## config.mk

```make
export PLATFORM = sky130hd
export DESIGN_NAME = mcsr_ctx_ctrl
export DESIGN_NICKNAME = d
export VERILOG_FILES = /design/src/mcsr_ctx_ctrl.v
export VERILOG_INCLUDE_DIRS = /design/src
export SDC_FILE = /design/constraint.sdc
export NUM_CORES = 1
export LEC_CHECK = 0
export BUFFER_PORTS_ARGS = -buffer_cell sky130_fd_sc_hd__buf_4
export CAP_MARGIN = 20
export CORE_AREA = 2 2 144 146
export CTS_CLUSTER_SIZE = 24
export DETAILED_ROUTE_END_ITERATION = 7
export DIE_AREA = 0 0 146 148
export PLACE_DENSITY = 0.83
export SLEW_MARGIN = 20
export SYNTH_ARGS = -nofsm -noshare
export SYNTH_HDL_FRONTEND = slang
export SYNTH_SLANG_ARGS = --single-unit
export TNS_END_PERCENT = 1
```

## constraint.sdc

```tcl
create_clock -name clk_i -period 2.25 [get_ports clk_i]
set_clock_uncertainty 0.2 [all_clocks]
set_input_delay 0.3375 -clock clk_i [delete_from_list [all_inputs] [get_ports clk_i]]
set_output_delay 0.3375 -clock clk_i [all_outputs]
set_load 0.005 [all_outputs]
```

## src/mcsr_consts.vh

```
// Constants for the media context save/restore block
`ifndef MCSR_CONSTS_VH
`define MCSR_CONSTS_VH
`define MCSR_NUM_DW 16
`define MCSR_DW_IDX_W 4
`define MCSR_DW_CTX_CTRL 4'h0
`define MCSR_DW_RING_HEAD 4'h1
`define MCSR_DW_RING_TAIL 4'h2
`define MCSR_DW_BB_HEAD 4'h3
`define MCSR_DW_BB_STATE 4'h4
`define MCSR_DW_DIR_VALID 4'h5
`define MCSR_DW_RSVD0 4'h6
`define MCSR_DW_PD_BASE 4'h7
`define MCSR_DW_CTX_ID 4'he
`define MCSR_DW_RSVD1 4'hf
// Per dword: saved in normal mode, restored in normal mode, restored under inhibit
`define MCSR_SAVE_MASK 16'h7f1b
`define MCSR_RESTORE_MASK 16'h7fbf
`define MCSR_INHIBIT_MASK 16'h00a7
`define MCSR_POWER_MASK 16'hffff
// Image layout: status page first, register state one page above
`define MCSR_PAGE_BYTES 32'h0000_1000
`define MCSR_RING_CTX_OFS 32'h0000_1000
`define MCSR_CACHELINE_BYTES 32'h0000_0040
`define MCSR_RING_CTX_LINES 32'h0000_0005
`define MCSR_QW_MASK 32'h0000_0007
`define MCSR_QW_BYTES 32'h0000_0008
`define MCSR_ONE 32'h0000_0001
`define MCSR_NO_MASK 16'h0000
// Reset values
`define MCSR_RST_WORD 32'h0000_0000
`define MCSR_RST_BIT 1'b0
`endif

```

## src/mcsr_ctx_ctrl.v

```verilog
// Media engine context save/restore selector and batch buffer fetch address logic
// Operation
// - End address names last valid unit, inclusive
// - Batch fetches are unsnooped main memory reads
// - No batch length limit below 4GB
// - Image is status page then register state
// - Ring mode: no save, no restore, except with power context
// - Register state valid with both enables, or with power context
// - Ring head saved, restored, restored under inhibit
// - Ring tail restore only, also under inhibit
// - Batch head not restored under inhibit
// - Batch state not restored under inhibit
// - Directory base restore only, also under inhibit
// - Ring context 4K above base, five lines
// - Status page accesses cacheable, snooped only with exec list enabled
`timescale 1ns/1ps
`default_nettype none
`include "mcsr_consts.vh"

module mcsr_ctx_ctrl (
    input wire clk_i,
    input wire arst_n_i,
    input wire exec_list_en_i,
    input wire per_process_translation_en_i,
    input wire restore_inhibit_i,
    input wire power_ctx_i,
    input wire [31:0] context_image_base_i,
    input wire save_req_i,
    input wire restore_req_i,
    input wire [3:0] dw_idx_i,
    input wire [31:0] img_dw_i,
    input wire [31:0] hw_dw_i,
    input wire bb_start_i,
    input wire [31:0] bb_start_addr_i,
    input wire [31:0] bb_end_addr_i,
    input wire bb_fetch_ready_i,
    output wire save_en_o,
    output wire restore_en_o,
    output wire [31:0] restore_dw_o,
    output wire [31:0] status_page_addr_o,
    output wire [31:0] reg_state_addr_o,
    output wire [31:0] ring_ctx_addr_o,
    output wire [31:0] ring_ctx_end_o,
    output wire status_snoop_o,
    output wire reg_state_valid_o,
    output wire bb_fetch_valid_o,
    output wire [31:0] bb_fetch_addr_o,
    output wire bb_fetch_snoop_o,
    output wire bb_busy_o,
    output wire bb_align_err_o
);

    localparam ST_IDLE = 2'b01;
    localparam ST_FETCH = 2'b10;

    // Selector registers
    reg save_en_reg;
    reg save_en_next;
    reg restore_en_reg;
    reg restore_en_next;
    reg [31:0] restore_dw_reg;
    reg [31:0] restore_dw_next;
    reg [31:0] status_page_addr_reg;
    reg [31:0] status_page_addr_next;
    reg [31:0] reg_state_addr_reg;
    reg [31:0] reg_state_addr_next;
    reg [31:0] ring_ctx_addr_reg;
    reg [31:0] ring_ctx_addr_next;
    reg [31:0] ring_ctx_end_reg;
    reg [31:0] ring_ctx_end_next;
    reg status_snoop_reg;
    reg status_snoop_next;
    reg reg_state_valid_reg;
    reg reg_state_valid_next;
    // Batch fetch registers
    reg [1:0] state_reg;
    reg [1:0] state_next;
    reg [31:0] bb_end_reg;
    reg [31:0] bb_end_next;
    reg bb_fetch_valid_reg;
    reg bb_fetch_valid_next;
    reg [31:0] bb_fetch_addr_reg;
    reg [31:0] bb_fetch_addr_next;
    reg bb_fetch_snoop_reg;
    reg bb_fetch_snoop_next;
    reg bb_busy_reg;
    reg bb_busy_next;
    reg bb_align_err_reg;
    reg bb_align_err_next;
    wire ctx_valid;
    wire [15:0] save_mask;
    wire [15:0] restore_mask;
    wire dw_saved;
    wire dw_restored;
    wire bb_misaligned;

    function misaligned;
        input [31:0] addr;
        begin
            misaligned = |(addr & `MCSR_QW_MASK);
        end
    endfunction

    // Dwords written to the image; power context overrides scheduling mode
    function [15:0] save_mask_of;
        input valid;
        input power;
        begin
            if (power) begin
                save_mask_of = `MCSR_POWER_MASK;
            end else if (valid) begin
                save_mask_of = `MCSR_SAVE_MASK;
            end else begin
                save_mask_of = `MCSR_NO_MASK;
            end
        end
    endfunction

    // Dwords loaded from the image
    function [15:0] restore_mask_of;
        input valid;
        input power;
        input inhibit;
        begin
            if (power) begin
                restore_mask_of = `MCSR_POWER_MASK;
            end else if (!valid) begin
                restore_mask_of = `MCSR_NO_MASK;
            end else if (inhibit) begin
                restore_mask_of = `MCSR_INHIBIT_MASK;
            end else begin
                restore_mask_of = `MCSR_RESTORE_MASK;
            end
        end
    endfunction

    assign ctx_valid = exec_list_en_i & per_process_translation_en_i;
    assign save_mask = save_mask_of(ctx_valid, power_ctx_i);
    assign restore_mask = restore_mask_of(ctx_valid, power_ctx_i, restore_inhibit_i);
    assign dw_saved = save_req_i & save_mask[dw_idx_i];
    assign dw_restored = restore_req_i & restore_mask[dw_idx_i];
    assign bb_misaligned = misaligned(bb_start_addr_i) | misaligned(bb_end_addr_i);

    always @* begin
        save_en_next = dw_saved;
        restore_en_next = dw_restored;
        // Skipped fields hand back the live hardware value
        restore_dw_next = dw_restored ? img_dw_i : hw_dw_i;
        status_page_addr_next = context_image_base_i;
        reg_state_addr_next = context_image_base_i + `MCSR_PAGE_BYTES;
        ring_ctx_addr_next = context_image_base_i + `MCSR_RING_CTX_OFS;
        ring_ctx_end_next = context_image_base_i + `MCSR_RING_CTX_OFS
            + `MCSR_RING_CTX_LINES * `MCSR_CACHELINE_BYTES - `MCSR_ONE;
        status_snoop_next = exec_list_en_i;
        reg_state_valid_next = ctx_valid | power_ctx_i;
    end

    always @(posedge clk_i or negedge arst_n_i) begin
        if (!arst_n_i) begin
            save_en_reg <= `MCSR_RST_BIT;
            restore_en_reg <= `MCSR_RST_BIT;
            restore_dw_reg <= `MCSR_RST_WORD;
            status_page_addr_reg <= `MCSR_RST_WORD;
            reg_state_addr_reg <= `MCSR_RST_WORD;
            ring_ctx_addr_reg <= `MCSR_RST_WORD;
            ring_ctx_end_reg <= `MCSR_RST_WORD;
            status_snoop_reg <= `MCSR_RST_BIT;
            reg_state_valid_reg <= `MCSR_RST_BIT;
        end else begin
            save_en_reg <= save_en_next;
            restore_en_reg <= restore_en_next;
            restore_dw_reg <= restore_dw_next;
            status_page_addr_reg <= status_page_addr_next;
            reg_state_addr_reg <= reg_state_addr_next;
            ring_ctx_addr_reg <= ring_ctx_addr_next;
            ring_ctx_end_reg <= ring_ctx_end_next;
            status_snoop_reg <= status_snoop_next;
            reg_state_valid_reg <= reg_state_valid_next;
        end
    end

    always @* begin
        state_next = state_reg;
        bb_end_next = bb_end_reg;
        bb_fetch_valid_next = bb_fetch_valid_reg;
        bb_fetch_addr_next = bb_fetch_addr_reg;
        bb_fetch_snoop_next = 1'b0;
        bb_busy_next = bb_busy_reg;
        bb_align_err_next = 1'b0;
        case (state_reg)
            ST_IDLE: begin
                bb_align_err_next = bb_start_i & bb_misaligned;
                if (bb_start_i && !bb_misaligned) begin
                    state_next = ST_FETCH;
                    bb_end_next = bb_end_addr_i;
                    bb_fetch_addr_next = bb_start_addr_i;
                    bb_fetch_valid_next = 1'b1;
                    bb_busy_next = 1'b1;
                end
            end
            ST_FETCH: begin
                if (bb_fetch_ready_i) begin
                    // Inclusive end; full 32-bit span, no length cap
                    if (bb_fetch_addr_reg == bb_end_reg) begin
                        state_next = ST_IDLE;
                        bb_fetch_valid_next = 1'b0;
                        bb_busy_next = 1'b0;
                    end else begin
                        bb_fetch_addr_next = bb_fetch_addr_reg + `MCSR_QW_BYTES;
                    end
                end
            end
            default: begin
                state_next = ST_IDLE;
                bb_fetch_valid_next = 1'b0;
                bb_busy_next = 1'b0;
            end
        endcase
    end

    always @(posedge clk_i or negedge arst_n_i) begin
        if (!arst_n_i) begin
            state_reg <= ST_IDLE;
            bb_end_reg <= `MCSR_RST_WORD;
            bb_fetch_valid_reg <= `MCSR_RST_BIT;
            bb_fetch_addr_reg <= `MCSR_RST_WORD;
            bb_fetch_snoop_reg <= `MCSR_RST_BIT;
            bb_busy_reg <= `MCSR_RST_BIT;
            bb_align_err_reg <= `MCSR_RST_BIT;
        end else begin
            state_reg <= state_next;
            bb_end_reg <= bb_end_next;
            bb_fetch_valid_reg <= bb_fetch_valid_next;
            bb_fetch_addr_reg <= bb_fetch_addr_next;
            bb_fetch_snoop_reg <= bb_fetch_snoop_next;
            bb_busy_reg <= bb_busy_next;
            bb_align_err_reg <= bb_align_err_next;
        end
    end

    // Every output comes straight from a flip-flop
    assign save_en_o = save_en_reg;
    assign restore_en_o = restore_en_reg;
    assign restore_dw_o = restore_dw_reg;
    assign status_page_addr_o = status_page_addr_reg;
    assign reg_state_addr_o = reg_state_addr_reg;
    assign ring_ctx_addr_o = ring_ctx_addr_reg;
    assign ring_ctx_end_o = ring_ctx_end_reg;
    assign status_snoop_o = status_snoop_reg;
    assign reg_state_valid_o = reg_state_valid_reg;
    assign bb_fetch_valid_o = bb_fetch_valid_reg;
    assign bb_fetch_addr_o = bb_fetch_addr_reg;
    assign bb_fetch_snoop_o = bb_fetch_snoop_reg;
    assign bb_busy_o = bb_busy_reg;
    assign bb_align_err_o = bb_align_err_reg;

endmodule // mcsr_ctx_ctrl
`default_nettype wire

```

# After elaboration in Yosys (flattened, before gate mapping)

Cells that the tools add are included.

Register bits after elaboration: 200
Bits of input ports: 174
Output and inout port bits: 200

$add $sub $neg: 4
Magnitude comparators: 1
Eq/ne operators: 7
Multiplexer cells: 23
Bitwise gates (word level): 6
Reduce and logical (&&, ||, !) cells: 8

Operators with widths:

| cell                   | count |
|---|---|
| $mux 32                | 4 |
| $pmux 32 s2            | 1 |
| $mux 15                | 3 |
| $add 32x13->32 const B | 1 |
| $add 32x4->32 const B  | 1 |
| $add 32x9->32 const B  | 1 |
| $eq 32x32->1           | 1 |
| $mux 16                | 2 |
| $sub 32x1->32 const B  | 1 |
| $bmux 1 s4             | 2 |
| $ne 2x2->1 const B     | 4 |
| $mux 1                 | 6 |
| $mux 2                 | 3 |
| $reduce_or 3->1        | 2 |
| $lt 4x5->1 const B     | 1 |
| $and 1x1->1            | 4 |
| $pmux 2 s2             | 1 |
| $reduce_and 4->1       | 1 |
| $reduce_and 3->1       | 1 |
| $eq 2x1->1 const B     | 1 |
| $eq 2x2->1 const B     | 1 |
| $or 1x1->1             | 2 |
| $pmux 1 s2             | 1 |
| $reduce_and 2->1       | 1 |
| 3 further kinds        | 3 |

# Depth between registers and ports, before layout

Gate-level depths: netlist of run 1.

Depth after elaboration: 7
Gate-level depth with buffers: 10
Gate-level depth less buffers: 8

# Worst setup path after synthesis of run 1

Ideal clock, no wire load.

Kind: reg-to-reg
Start point: register bb_fetch_addr_reg[27], in the netlist bb_fetch_addr_o[27]
End point: register bb_fetch_addr_reg[22], in the netlist bb_fetch_addr_o[22]
Setup time: 0.121 ns
Arrival time: 2.059 ns
Slack: -0.130 ns
Stages on the path, launching flop included: 11
Buffers on the path: 3
Cell sequence: dfrtp_1 clkbuf_1 xnor2_1 nand4_1 nor4_1 nand2_1 a31oi_1 buf_2 buf_2 a21oi_1 o22a_1

Longest elaborated chain between the ends: 3

Ends and longest elaborated chain:

| item                       | RTL line            | RTL |
|---|---|---|
| start: declaration         | mcsr_ctx_ctrl.v:82  | `reg [31:0] bb_fetch_addr_reg;` |
| start signal: assignment   | mcsr_ctx_ctrl.v:226 | `` bb_fetch_addr_reg <= `MCSR_RST_WORD; `` |
| start signal: assignment   | mcsr_ctx_ctrl.v:234 | `bb_fetch_addr_reg <= bb_fetch_addr_next;` |
| $eq 32x32->1               | mcsr_ctx_ctrl.v:204 | `if (bb_fetch_addr_reg == bb_end_reg) begin` |
| $ne 2x2->1 (no line)       | --                  |  |
| $reduce_and 4->1 (no line) | --                  |  |

No other way between the ends.
A chain may end at the register's enable or synchronous reset.

# Worst setup path in the final report of run 1

Start point: register bb_fetch_addr_reg[17], in the netlist bb_fetch_addr_o[17]
End point: register bb_fetch_addr_reg[30], in the netlist bb_fetch_addr_o[30]

Longest elaborated chain between the ends: 4

Ends and longest elaborated chain:

| item                    | RTL line            | RTL |
|---|---|---|
| $add 32x4->32 (no line) | --                  |  |
| $mux 32                 | mcsr_ctx_ctrl.v:204 |  |
| $mux 32                 | mcsr_ctx_ctrl.v:202 | `if (bb_fetch_ready_i) begin` |
| $pmux 32 s2             | mcsr_ctx_ctrl.v:190 | `case (state_reg)` |

Several ways; a longest one is shown, not always the timed one. The select of a mux whose other input is x is not followed.

==> metrics.txt, run 1 <==
r2r setup slk=-0.1 ns; Crit Path Category=flop to flop; Reg2Reg Depth=8; reg2reg end=bb_fetch_addr_o[30]$_DFFE_PN0P_; failing checks=negative setup slack; Layout Nets=1,554; multiplexer share of the synthesized area=4.46%; Cells after Synth=roughly 800; Vert. Die Dim=roughly 150 um; Syn Area/Cell=between 10 and 15 um^2; worst setup margin=-0.0977 ns; min Tclk post-route=between 2 and 2.5 ns; final instance area=roughly 14,000 um^2; Top FF cell, synth=dfrtp_1; htree depth=4; startpoint types=flop; worst vdd ir=roughly 0.50 mV; global routing met1 resource utilization=around 32%; Hold EP=bb_fetch_addr_o[10]$_DFFE_PN0P_; share of flip-flops with an asynchronous set or reset=100%; Detail Route Antenna Nets=0; Placed Area=12,200 um^2; Vias=~8,500; clock root buffer=clkbuf_16; Slew Viols, Final=0; Clock Tree Buf Depth=2; Worst Hold Class=input port to flop; crit path from=bb_fetch_addr_o[17]$_DFFE_PN0P_; max incr delay on CP=about 0.45 ns; core area=between 20,000 and 25,000 um^2; first-pass GRT wire length=between 40,000 and 50,000 um; top cell type's share of synthesized area=between 50 and 60%; P&R area growth vs syn=68.1%; num rows=52; final setup violation count=22; crit end category=flop; Synth Area in Simple Gates=between 10% and 20%; R2R Path Start=bb_fetch_addr_o[17]$_DFFE_PN0P_; CP max FO=14; TritonCTS clock tree=done; PortBufs=372; 1st-iter DRT viols=552; synth unique cells=60; DR pass1 iterations=5; sequential area share after synthesis=a little over half; layout cells sized above 1=between 40% and 50%; grt met2 use=53.1%; Yosys reg bits=around 190; Post-Synth Adder-Cell Area=0.587%; clk slew on worst S/H paths=~0.08 ns; most used routing layer=met2; vias in the first global route=roughly 9,100; GR Overflow Total=0; Yosys warnings=0; commonest cells in the netlist=186 x dfrtp_1, 127 x nand2_1, 63 x xnor2_1; RSZ-0062 raised after global routing=yes; critical path arrival=between 2 and 2.5 ns; Post-Synth XOR/XNOR Area=8.34%; Final HPWL DP=between 20,000 and 25,000 um; GR Util met3=9.17%; Power Total=roughly 8.9 mW; initial antenna violation count=4; final-layout fill cell count=between 1,000 and 1,500; Synth Cell Area=~8500 um^2; gr usage total=between 20% and 30%; crit share post-route=104%; DRC viols=0; P_leak=6.91 nW; clock sinks=187; min-delay src=bb_start_addr_i[10]; Hold Vio Cnt, Final=0; Placer Congestion=between 0.9 and 1; Setup Fix Bufs, Post-CTS=0; Worst Hold Depth=3; Slowest-stage cell, CP=dfrtp_1; post-synthesis compound-gate area fraction=~8.3%; Die Wd=between 100 and 150 um; power density over the cells=619 nW/um^2; Vias/cell=slightly above 5; most frequent cell after synthesis=dfrtp_1; FMAX=roughly 430 MHz; largest net degree at the start of global routing=51; largest family of logic cells by synthesized area=simple AND/OR/NAND/NOR gates; register area=4680 um^2; clk_lat worst skew=about 0.43 ns; Starting Density=a little over two fifths; Avg WL per Cell=~20 um; CP required=between 2 and 2.5 ns; maxcap violations=0; CP cell instances=xnor2_1, nand4_1, nor4_2, nand2_2, a31oi_4, buf_6, a21oi_1, o22a_1; dominant cell type by area after synthesis=dfrtp_1; multi-input logic area=around 3400 um^2; Area contributors post-synth=dfrtp_1 55%, xnor2_1 6.5%, nand2_1 5.6%, buf_4 4.4%, mux2_2 4.2%; Ports=about 370; number of synthesized flops with an enable pin=0; dpl ws=-0.302 ns; die area=between 20,000 and 25,000 um^2; Synth Net Count=between 900 and 1,000; WL final=about 33,000 um; status=complete, but fails checks; Num CTS Buffers=17
worst max-delay path by stage:
| stage | end | slack (ns) |
|---|---|---|
| 6_report | bb_fetch_addr_o[30]$_DFFE_PN0P_ | -0.1 |
| 5_1_grt | bb_fetch_addr_o[30]$_DFFE_PN0P_ | -0.16 |
| 4_1_cts | bb_fetch_addr_o[7]$_DFFE_PN0P_ | -0.03 |
| 3_5_place_dp | bb_fetch_addr_o[11]$_DFFE_PN0P_ | -0.30 |
| 3_3_place_gp | bb_fetch_addr_o[12]$_DFFE_PN0P_ | -0.25 |
| 2_1_floorplan | ring_ctx_end_o[30]$_DFF_PN0_ | -0.04 |
cells by family after synthesis:
| kind of cell | count (synthesis) |
|---|---|
| flip-flops | 187 |
| AND/OR/NAND/NOR | 289 |
| other | 1 |
| buffers and inverters | 90 |
| XOR/XNOR | 79 |
| AO/OA/AOI/OAI | 113 |
| adder cells (fa/ha/maj) | 4 |
| multiplexers | 34 |
worst max-delay path: cells and delay by family (launching register included):
| family | cells | cell delay, ns |
|---|---|---|
| AOI/OAI and AO/OA | 3 | 0.55 |
| xor gates and xnor gates | 1 | 0.20 |
| buffers and inverters | 1 | 0.20 |
| DFF | 1 | 0.45 |
| and+or+nand+nor | 3 | 0.62 |
placed cells by master, fill, tap and decap left out, drive strengths merged, types with 3 or more instances in the layout:
| cell | synthesis | routed |
|---|---|---|
| clkinvlp | 0 | 3 |
| nor4 | 8 | 8 |
| nor2 | 46 | 46 |
| and3 | 15 | 15 |
| or3 | 6 | 6 |
| and4b | 3 | 3 |
| diode | 0 | 4 |
| dlygate4sd3 | 0 | 142 |
| mux2 | 32 | 32 |
| xnor2 | 63 | 63 |
| o21ai | 30 | 30 |
| o22a | 18 | 18 |
| nand2b | 3 | 3 |
| ha | 4 | 4 |
| clkbuf | 22 | 18 |
| buf | 58 | 496 |
| nor3 | 12 | 12 |
| nor3b | 6 | 6 |
| inv | 10 | 15 |
| nand4b | 3 | 3 |
| o21a | 4 | 4 |
| nand3 | 22 | 22 |
| and2 | 9 | 9 |
| xor2 | 16 | 16 |
| nand3b | 3 | 3 |
| nand4 | 13 | 13 |
| a31oi | 6 | 6 |
| nor2b | 7 | 7 |
| nand2 | 127 | 127 |
| clkinv | 0 | 7 |
| dfrtp | 186 | 186 |
| a21oi | 39 | 39 |
report_power, final:
part           leakage [nW]  switching (mW)  internal (mW)
logic                  4.37           0.862           1.21
clock network         0.268            1.46           1.46
registers              2.28           0.222           3.66
total                  6.91            2.54           6.33
layer usage:
metal / wire length (um) / vias to the layer above
met5: 0 / -
met2: 17000 / 483
met3: 2790 / 92
li1: - / 3829
met1: 11600 / 4110
met4: 1270 / 0
final cells by class:
class	instances	share of cell area, %
Antenna cell	4	0.0699
Clock buffer	17	2.97
Clock inverter	15	0.961
Inverter	10	0.262
Multi-Input combinational cell	520	23.8
Sequential cell	187	32.7
Tap cell	270	2.36
Timing Repair Buffer	640	36.9
stage by stage:
step	TNS, ns	utilization [%]	instances	hold slack (ns)
after floorplan	-0.516	-	797	-0.158
after global placement	-6.36	60.9	1484	0.120
after detailed placement	-8.35	60.9	1484	0.131
after CTS	-0.116	71.2	1658	0.00795
after global routing	-2.66	71.5	1663	0.00383
final	-0.485	71.5	1663	0.0221
what timing repair did:
action                                  4_1_cts  5_1_grt
endpoints found under the setup margin       28       33
gates cloned                                  1        0
hold endpoints to repair                    159        1
resized for setup                            12       12
pin swaps                                     4        4
hold buffers                                141        1
Power figures use the tool's default switching activity.
==> inputs of run 2 (changes only) <==
--- a/config.mk
+++ b/config.mk
@@ -9,10 +9,12 @@
 export BUFFER_PORTS_ARGS = -buffer_cell sky130_fd_sc_hd__buf_4
 export CAP_MARGIN = 20
 export CORE_AREA = 2 2 144 146
+export CTS_CLUSTER_DIAMETER = 100
 export CTS_CLUSTER_SIZE = 24
 export DETAILED_ROUTE_END_ITERATION = 7
 export DIE_AREA = 0 0 146 148
 export PLACE_DENSITY = 0.83
+export SKIP_LAST_GASP = 1
 export SLEW_MARGIN = 20
 export SYNTH_ARGS = -nofsm -noshare
 export SYNTH_HDL_FRONTEND = slang
==> run 2 against run 1 <==
Effect of this change:
- fmax shrank 0.51%
- critical path type unchanged
- the flow still finishes with violations (negative setup slack)
- design area shrank 0.40%
- largest cell class unchanged
- flip-flop and latch count is the same
- register-to-register slack is essentially flat
==> metrics.txt, run 2 (same netlist as run 1, synthesis figures left out) <==
Cell Count, Final, Fillers Out=1,663 (unchanged); commonest non-fill, non-tap cell in the layout=buf_4 (unchanged); Worst Hold Class=input port to flop (unchanged); Final HPWL DP=20,700 um (unchanged); crit end category=flop (unchanged); worst setup margin=-0.110 ns (was -0.0977 ns); Die Wd=146 um (unchanged); Slew Viols, Final=0 (unchanged); final instance area=14,300 um^2 (about the same); Setup Fix Bufs, Post-CTS=0 (unchanged); Sw Share=28.7% (about the same); placed instance count=1,484 (unchanged); FMAX=424 MHz (was 426 MHz); maxcap violations=0 (unchanged); layout cells sized above 1=42.4% (was 43.1%); Placed Area=12,200 um^2 (unchanged); num rows=52 (unchanged); Comb pwr share=23.2% (was 23.3%); CP bufs+invs=2 (was 1); failing checks=negative setup slack (unchanged); Ports=374 (unchanged); 1st-iter DRT viols=478 (was 552); worst vdd ir=0.497 mV (about the same); dpl ws=-0.302 ns (unchanged); Crit Path Category=flop to flop (unchanged); CP max FO=14 (unchanged); Layout Nets=1,553 (was 1,554); min Tclk post-route=2.36 ns (was 2.35 ns); critical path arrival=2.47 ns (was 2.45 ns); Sw Pwr=2.54 mW (about the same); P_leak=6.90 nW (was 6.91 nW); Detail Route Antenna Nets=0 (unchanged); power density over the cells=621 nW/um^2 (was 619 nW/um^2); crit share post-route=105% (was 104%); clock sinks=187 (unchanged); htree depth=4 (unchanged); RSZ-0062 raised after global routing=yes (unchanged); gr usage total=29.6% (about the same); DRC viols=0 (unchanged); Hold Vio Cnt, Final=0 (unchanged); clk_lat worst skew=0.43 ns (about the same); first-pass GRT wire length=49,500 um (unchanged); Internal Power=6.32 mW (was 6.33 mW); Placer Congestion=0.901 (unchanged); Vias=8,529 (was 8,514); clk slew on worst S/H paths=0.07 ns (was 0.08 ns); fin util=71.2% (was 71.5%); final setup violation count=29 (was 22); initial antenna violation count=4 (unchanged); CP cell instances=xnor2_2, nand4_1, nor4_2, buf_4, nand2_1, a31oi_4, buf_6, a21oi_1, o22a_1 (was xnor2_1, nand4_1, nor4_2, nand2_2, a31oi_4, buf_6, a21oi_1, o22a_1); multi-input logic area=3370 um^2 (was 3410 um^2); P&R area growth vs syn=67.4% (was 68.1%); Vias/cell=5.13 (was 5.12); clock root buffer=clkbuf_16 (unchanged); GR Overflow Total=0 (unchanged); largest net degree at the start of global routing=51 (unchanged); Slowest-stage cell, CP=dfrtp_1 (unchanged); status=complete, but fails checks (unchanged); Starting Density=42.5% (unchanged); Clock power frac=33.0% (was 32.9%); Power Total=8.86 mW (was 8.87 mW); Clock Tree Buf Depth=2 (unchanged); core area=20,000 um^2 (unchanged); register area=4680 um^2 (about the same); startpoint types=flop (unchanged); WL final=32,300 um (was 32,600 um); Vert. Die Dim=148 um (unchanged); final-layout fill cell count=1,363 (was 1,345); max incr delay on CP=0.43 ns (was 0.45 ns); die area=21,600 um^2 (unchanged); sum of negative setup slack=-1.08 ns (was -0.485 ns); TritonCTS clock tree=done (unchanged); Seq pwr share=43.8% (about the same); CP required=2.36 ns (about the same); delay-heaviest family, CP=compound AO/OA/AOI/OAI gates (was simple AND/OR/NAND/NOR gates); hold_ws=0.0263 ns (was 0.0221 ns); DR pass1 iterations=5 (unchanged); vias in the first global route=9,072 (was 9,073); Avg WL per Cell=19.4 um (was 19.6 um); most frequent cells in the layout=489 x buf_4, 186 x dfrtp_1, 141 x dlygate4sd3_1 (was 486 x buf_4, 184 x dfrtp_1, 142 x dlygate4sd3_1); Num CTS Buffers=17 (unchanged); PortBufs=372 (unchanged)
run 2: path summary, 6_finish.rpt:
path | start | end | slack, ns | cells after the start
max | bb_fetch_addr_o[27]$_DFFE_PN0P_ | bb_fetch_addr_o[30]$_DFFE_PN0P_ | -0.11 | 9
min in group asynchronous | arst_n_i | bb_fetch_addr_o[31]$_DFFE_PN0P_ | 0.24 | 2
min reg2reg | bb_end_reg[4]$_DFFE_PN0P_ | bb_end_reg[4]$_DFFE_PN0P_ | 0.30 | 2
min | bb_start_addr_i[5] | bb_fetch_addr_o[5]$_DFFE_PN0P_ | 0.03 | 3
max in group asynchronous | arst_n_i | ring_ctx_end_o[9]$_DFF_PN0_ | 0.93 | 3
max reg2reg | bb_fetch_addr_o[27]$_DFFE_PN0P_ | bb_fetch_addr_o[30]$_DFFE_PN0P_ | -0.11 | 9
run 2: repair_timing:
| item | in CTS | in global routing |
|---|---|---|
| gates cloned | 1 | 0 |
| resized for setup | 7 | 0 |
| endpoints found under the setup margin | 28 | 33 |
| pin swaps | 1 | 0 |
| hold buffers | 141 | 0 |
| endpoints found under the hold margin | 159 | 0 |
run 2: layout make-up:
| type | count | share of cell area, % |
|---|---|---|
| Antenna cell | 5 | 0.0877 |
| Clock buffer | 17 | 2.98 |
| Inverter | 10 | 0.263 |
| Tap cell | 270 | 2.37 |
| Sequential cell | 187 | 32.8 |
| Multi-Input combinational cell | 520 | 23.6 |
| Timing Repair Buffer | 639 | 36.9 |
| Clock inverter | 15 | 0.965 |
run 2: power groups by stage:
stage | clock (mW) | sequential, mW | combinational, mW
after floorplan | 0 | 3.94 | 0.599
after global placement | 0 | 3.91 | 1.74
after detailed placement | 0 | 3.92 | 1.78
after CTS | 2.92 | 3.86 | 2.01
after global routing | 3.11 | 3.91 | 2.18
final | 2.92 | 3.88 | 2.06
run 2: worst register-to-register path, stage by stage (launching register included):
cell and delay [ns]:
dfrtp_1 0.43, xnor2_2 0.24, nand4_1 0.14, nor4_2 0.25
buf_4 0.16, nand2_1 0.08, a31oi_4 0.24, buf_6 0.19
a21oi_1 0.07, o22a_1 0.24
run 2: per-layer routing:
metal,global-route usage (%),part of all wire (%)
met5,0,0
met4,13.3,4.2
met3,9.17,9.2
met2,53.1,52
met1,32.2,35
==> inputs of run 3 (changes only) <==
--- a/config.mk
+++ b/config.mk
@@ -8,12 +8,13 @@
 export LEC_CHECK = 0
 export BUFFER_PORTS_ARGS = -buffer_cell sky130_fd_sc_hd__buf_4
 export CAP_MARGIN = 20
-export CORE_AREA = 2 2 144 146
+export CORE_AREA = 2 2 147 149
+export CTS_BUF_LIST = sky130_fd_sc_hd__clkbuf_4 sky130_fd_sc_hd__clkbuf_8
 export CTS_CLUSTER_DIAMETER = 100
 export CTS_CLUSTER_SIZE = 24
 export DETAILED_ROUTE_END_ITERATION = 7
-export DIE_AREA = 0 0 146 148
-export PLACE_DENSITY = 0.83
+export DIE_AREA = 0 0 149 151
+export PLACE_DENSITY = 0.8
 export SKIP_LAST_GASP = 1
 export SLEW_MARGIN = 20
 export SYNTH_ARGS = -nofsm -noshare
==> run 3 against run 2 <==
Effect of this change:
- largest cell class unchanged
- fmax shrank 1.9%
- routed wire length shrank 3.1%
- highest routed layer unchanged
- the run still ends with negative setup slack left
- flip-flop and latch count is the same
==> metrics.txt, run 3 (same netlist as run 1, synthesis figures left out) <==
clk slew on worst S/H paths=0.12 ns (was 0.07 ns); first-pass GRT wire length=46,900 um (was 49,500 um); htree depth=4 (unchanged); Starting Density=40.9% (was 42.5%); Worst Hold Class=input port to flop (unchanged); Vias=8,403 (was 8,529); layout cells sized above 1=42.8% (was 42.4%); DR pass1 iterations=5 (unchanged); Final HPWL DP=21,000 um (was 20,700 um); num rows=53 (was 52); Ports=374 (unchanged); Hold Vio Cnt, Final=0 (unchanged); most frequent cells in the layout=489 x buf_4, 185 x dfrtp_1, 145 x dlygate4sd3_1 (was 489 x buf_4, 186 x dfrtp_1, 141 x dlygate4sd3_1); crit share post-route=107% (was 105%); CP required=2.42 ns (was 2.36 ns); die area=22,500 um^2 (was 21,600 um^2); startpoint types=flop (unchanged); Placed Area=12,200 um^2 (about the same); Crit Path Category=flop to flop (unchanged); min Tclk post-route=2.41 ns (was 2.36 ns); WL final=31,300 um (was 32,300 um); DRC viols=0 (unchanged); maxcap violations=0 (unchanged); Vert. Die Dim=151 um (was 148 um); crit end category=flop (unchanged); final instance area=14,300 um^2 (about the same); core area=20,800 um^2 (was 20,000 um^2); final-layout fill cell count=1,429 (was 1,363); Detail Route Antenna Nets=0 (unchanged); clock root buffer=clkbuf_8 (was clkbuf_16); PortBufs=372 (unchanged); Avg WL per Cell=18.7 um (was 19.4 um); RSZ-0062 raised after global routing=yes (unchanged); failing checks=negative setup slack (unchanged); Slew Viols, Final=0 (unchanged); Ant. Diodes=0 (was 5); status=complete, but fails checks (unchanged); Num CTS Buffers=17 (unchanged); GR Overflow Total=0 (unchanged); Placer Congestion=0.904 (was 0.901); Die Wd=149 um (was 146 um); 1st-iter DRT viols=449 (was 478); multi-input logic area=3410 um^2 (was 3370 um^2); P&R area growth vs syn=68.0% (was 67.4%); vias in the first global route=8,706 (was 9,072); initial antenna violation count=0 (was 4); P_leak=6.92 nW (was 6.90 nW); CP max FO=7 (was 14); clock sinks=187 (unchanged); final setup violation count=33 (was 29); Clock Tree Buf Depth=2 (unchanged); TritonCTS clock tree=done (unchanged); largest net degree at the start of global routing=48 (was 51); commonest non-fill, non-tap cell in the layout=buf_4 (unchanged); register area=4680 um^2 (about the same); power density over the cells=598 nW/um^2 (was 621 nW/um^2); sum of negative setup slack=-3.15 ns (was -1.08 ns); clk_lat worst skew=0.47 ns (was 0.43 ns); Vias/cell=5.03 (was 5.13); gr usage total=27.2% (was 29.6%); worst vdd ir=0.383 mV (was 0.497 mV); critical path arrival=2.57 ns (was 2.47 ns); FMAX=416 MHz (was 424 MHz); Layout Nets=1,561 (was 1,553); worst setup margin=-0.155 ns (was -0.110 ns)
-- run 3: changes by cell type in the layout (fill, tap and decap cells not counted), sizes merged --
cell / previous run / this run
diode: 5 / 0
clkinvlp: 3 / 1
inv: 15 / 16
buf: 496 / 500
clkbuf: 18 / 20
dlygate4sd3: 141 / 145
clkinv: 7 / 3
bufbuf: 1 / 0
bufinv: 0 / 4
-- run 3: through the flow --
| step | total power [mW] | util, % | setup WS (ns) | hold slack (ns) | cells |
|---|---|---|---|---|---|
| after floorplan | 4.54 | - | -0.0367 | -0.158 | 797 |
| after global placement | 5.64 | 58.5 | -0.220 | 0.127 | 1484 |
| after detailed placement | 5.69 | 58.5 | -0.281 | 0.127 | 1484 |
| after CTS | 8.53 | 68.6 | -0.0441 | 0.000653 | 1670 |
| after global routing | 8.93 | 68.8 | -0.299 | 0.0176 | 1671 |
| final | 8.56 | 68.8 | -0.155 | 0.0396 | 1671 |
-- run 3: layout make-up --
cell class | instances | share of cell area, %
timing repair buffer | 647 | 37.5
sequential | 187 | 32.7
multi-input combinational | 520 | 23.8
tap | 275 | 2.40
clock buffer | 18 | 1.69
clock inverter | 14 | 1.60
inverter | 10 | 0.262
-- run 3: repair_timing --
action,CTS,global route
hold buffers,145,0
gates resized for setup,16,7
endpoints found under the setup margin,29,38
gates cloned,2,1
pin swaps,12,8
hold endpoints to repair,209,0
setup buffers,7,1
-- run 3: where the power goes --
part | leakage, nW | internal (mW) | switching [mW]
sequential | 2.28 | 3.66 | 0.223
combinational | 4.41 | 1.22 | 0.861
clock | 0.233 | 1.28 | 1.33
-- run 3: worst paths after layout --
| path | start | endpoint | slack [ns] | depth (start not counted) |
|---|---|---|---|---|
| max | bb_fetch_addr_o[14]$_DFFE_PN0P_ | bb_fetch_addr_o[26]$_DFFE_PN0P_ | -0.16 | 9 |
| min | context_image_base_i[24] | status_page_addr_o[24]$_DFF_PN0_ | 0.04 | 3 |
| max reg2reg | bb_fetch_addr_o[14]$_DFFE_PN0P_ | bb_fetch_addr_o[26]$_DFFE_PN0P_ | -0.16 | 9 |
| min reg2reg | bb_end_reg[21]$_DFFE_PN0P_ | bb_end_reg[21]$_DFFE_PN0P_ | 0.31 | 2 |
| max in group asynchronous | arst_n_i | bb_end_reg[14]$_DFFE_PN0P_ | 0.97 | 3 |
| min in group asynchronous | arst_n_i | bb_fetch_addr_o[31]$_DFFE_PN0P_ | 0.18 | 2 |
-- run 3: routing by layer --
metal | share of wire [%] | GRT usage [%] | vias to the layer above
li1 | - | - | 3828
met1 | 36 | 31.2 | 4088
met2 | 53 | 49.5 | 421
met3 | 8.2 | 6.57 | 66
met4 | 2.6 | 9.43 | 0
met5 | 0 | 0 | -
-- run 3: critical path, cell delays in order, from the launching register on --
cell and delay, ns:
dfrtp_1 0.42, xnor2_1 0.21, nand4_1 0.13, nor4_2 0.35, nand2_1 0.16, a31oi_4 0.27
buf_6 0.19, buf_12 0.13, nor2_1 0.05, o22a_1 0.19
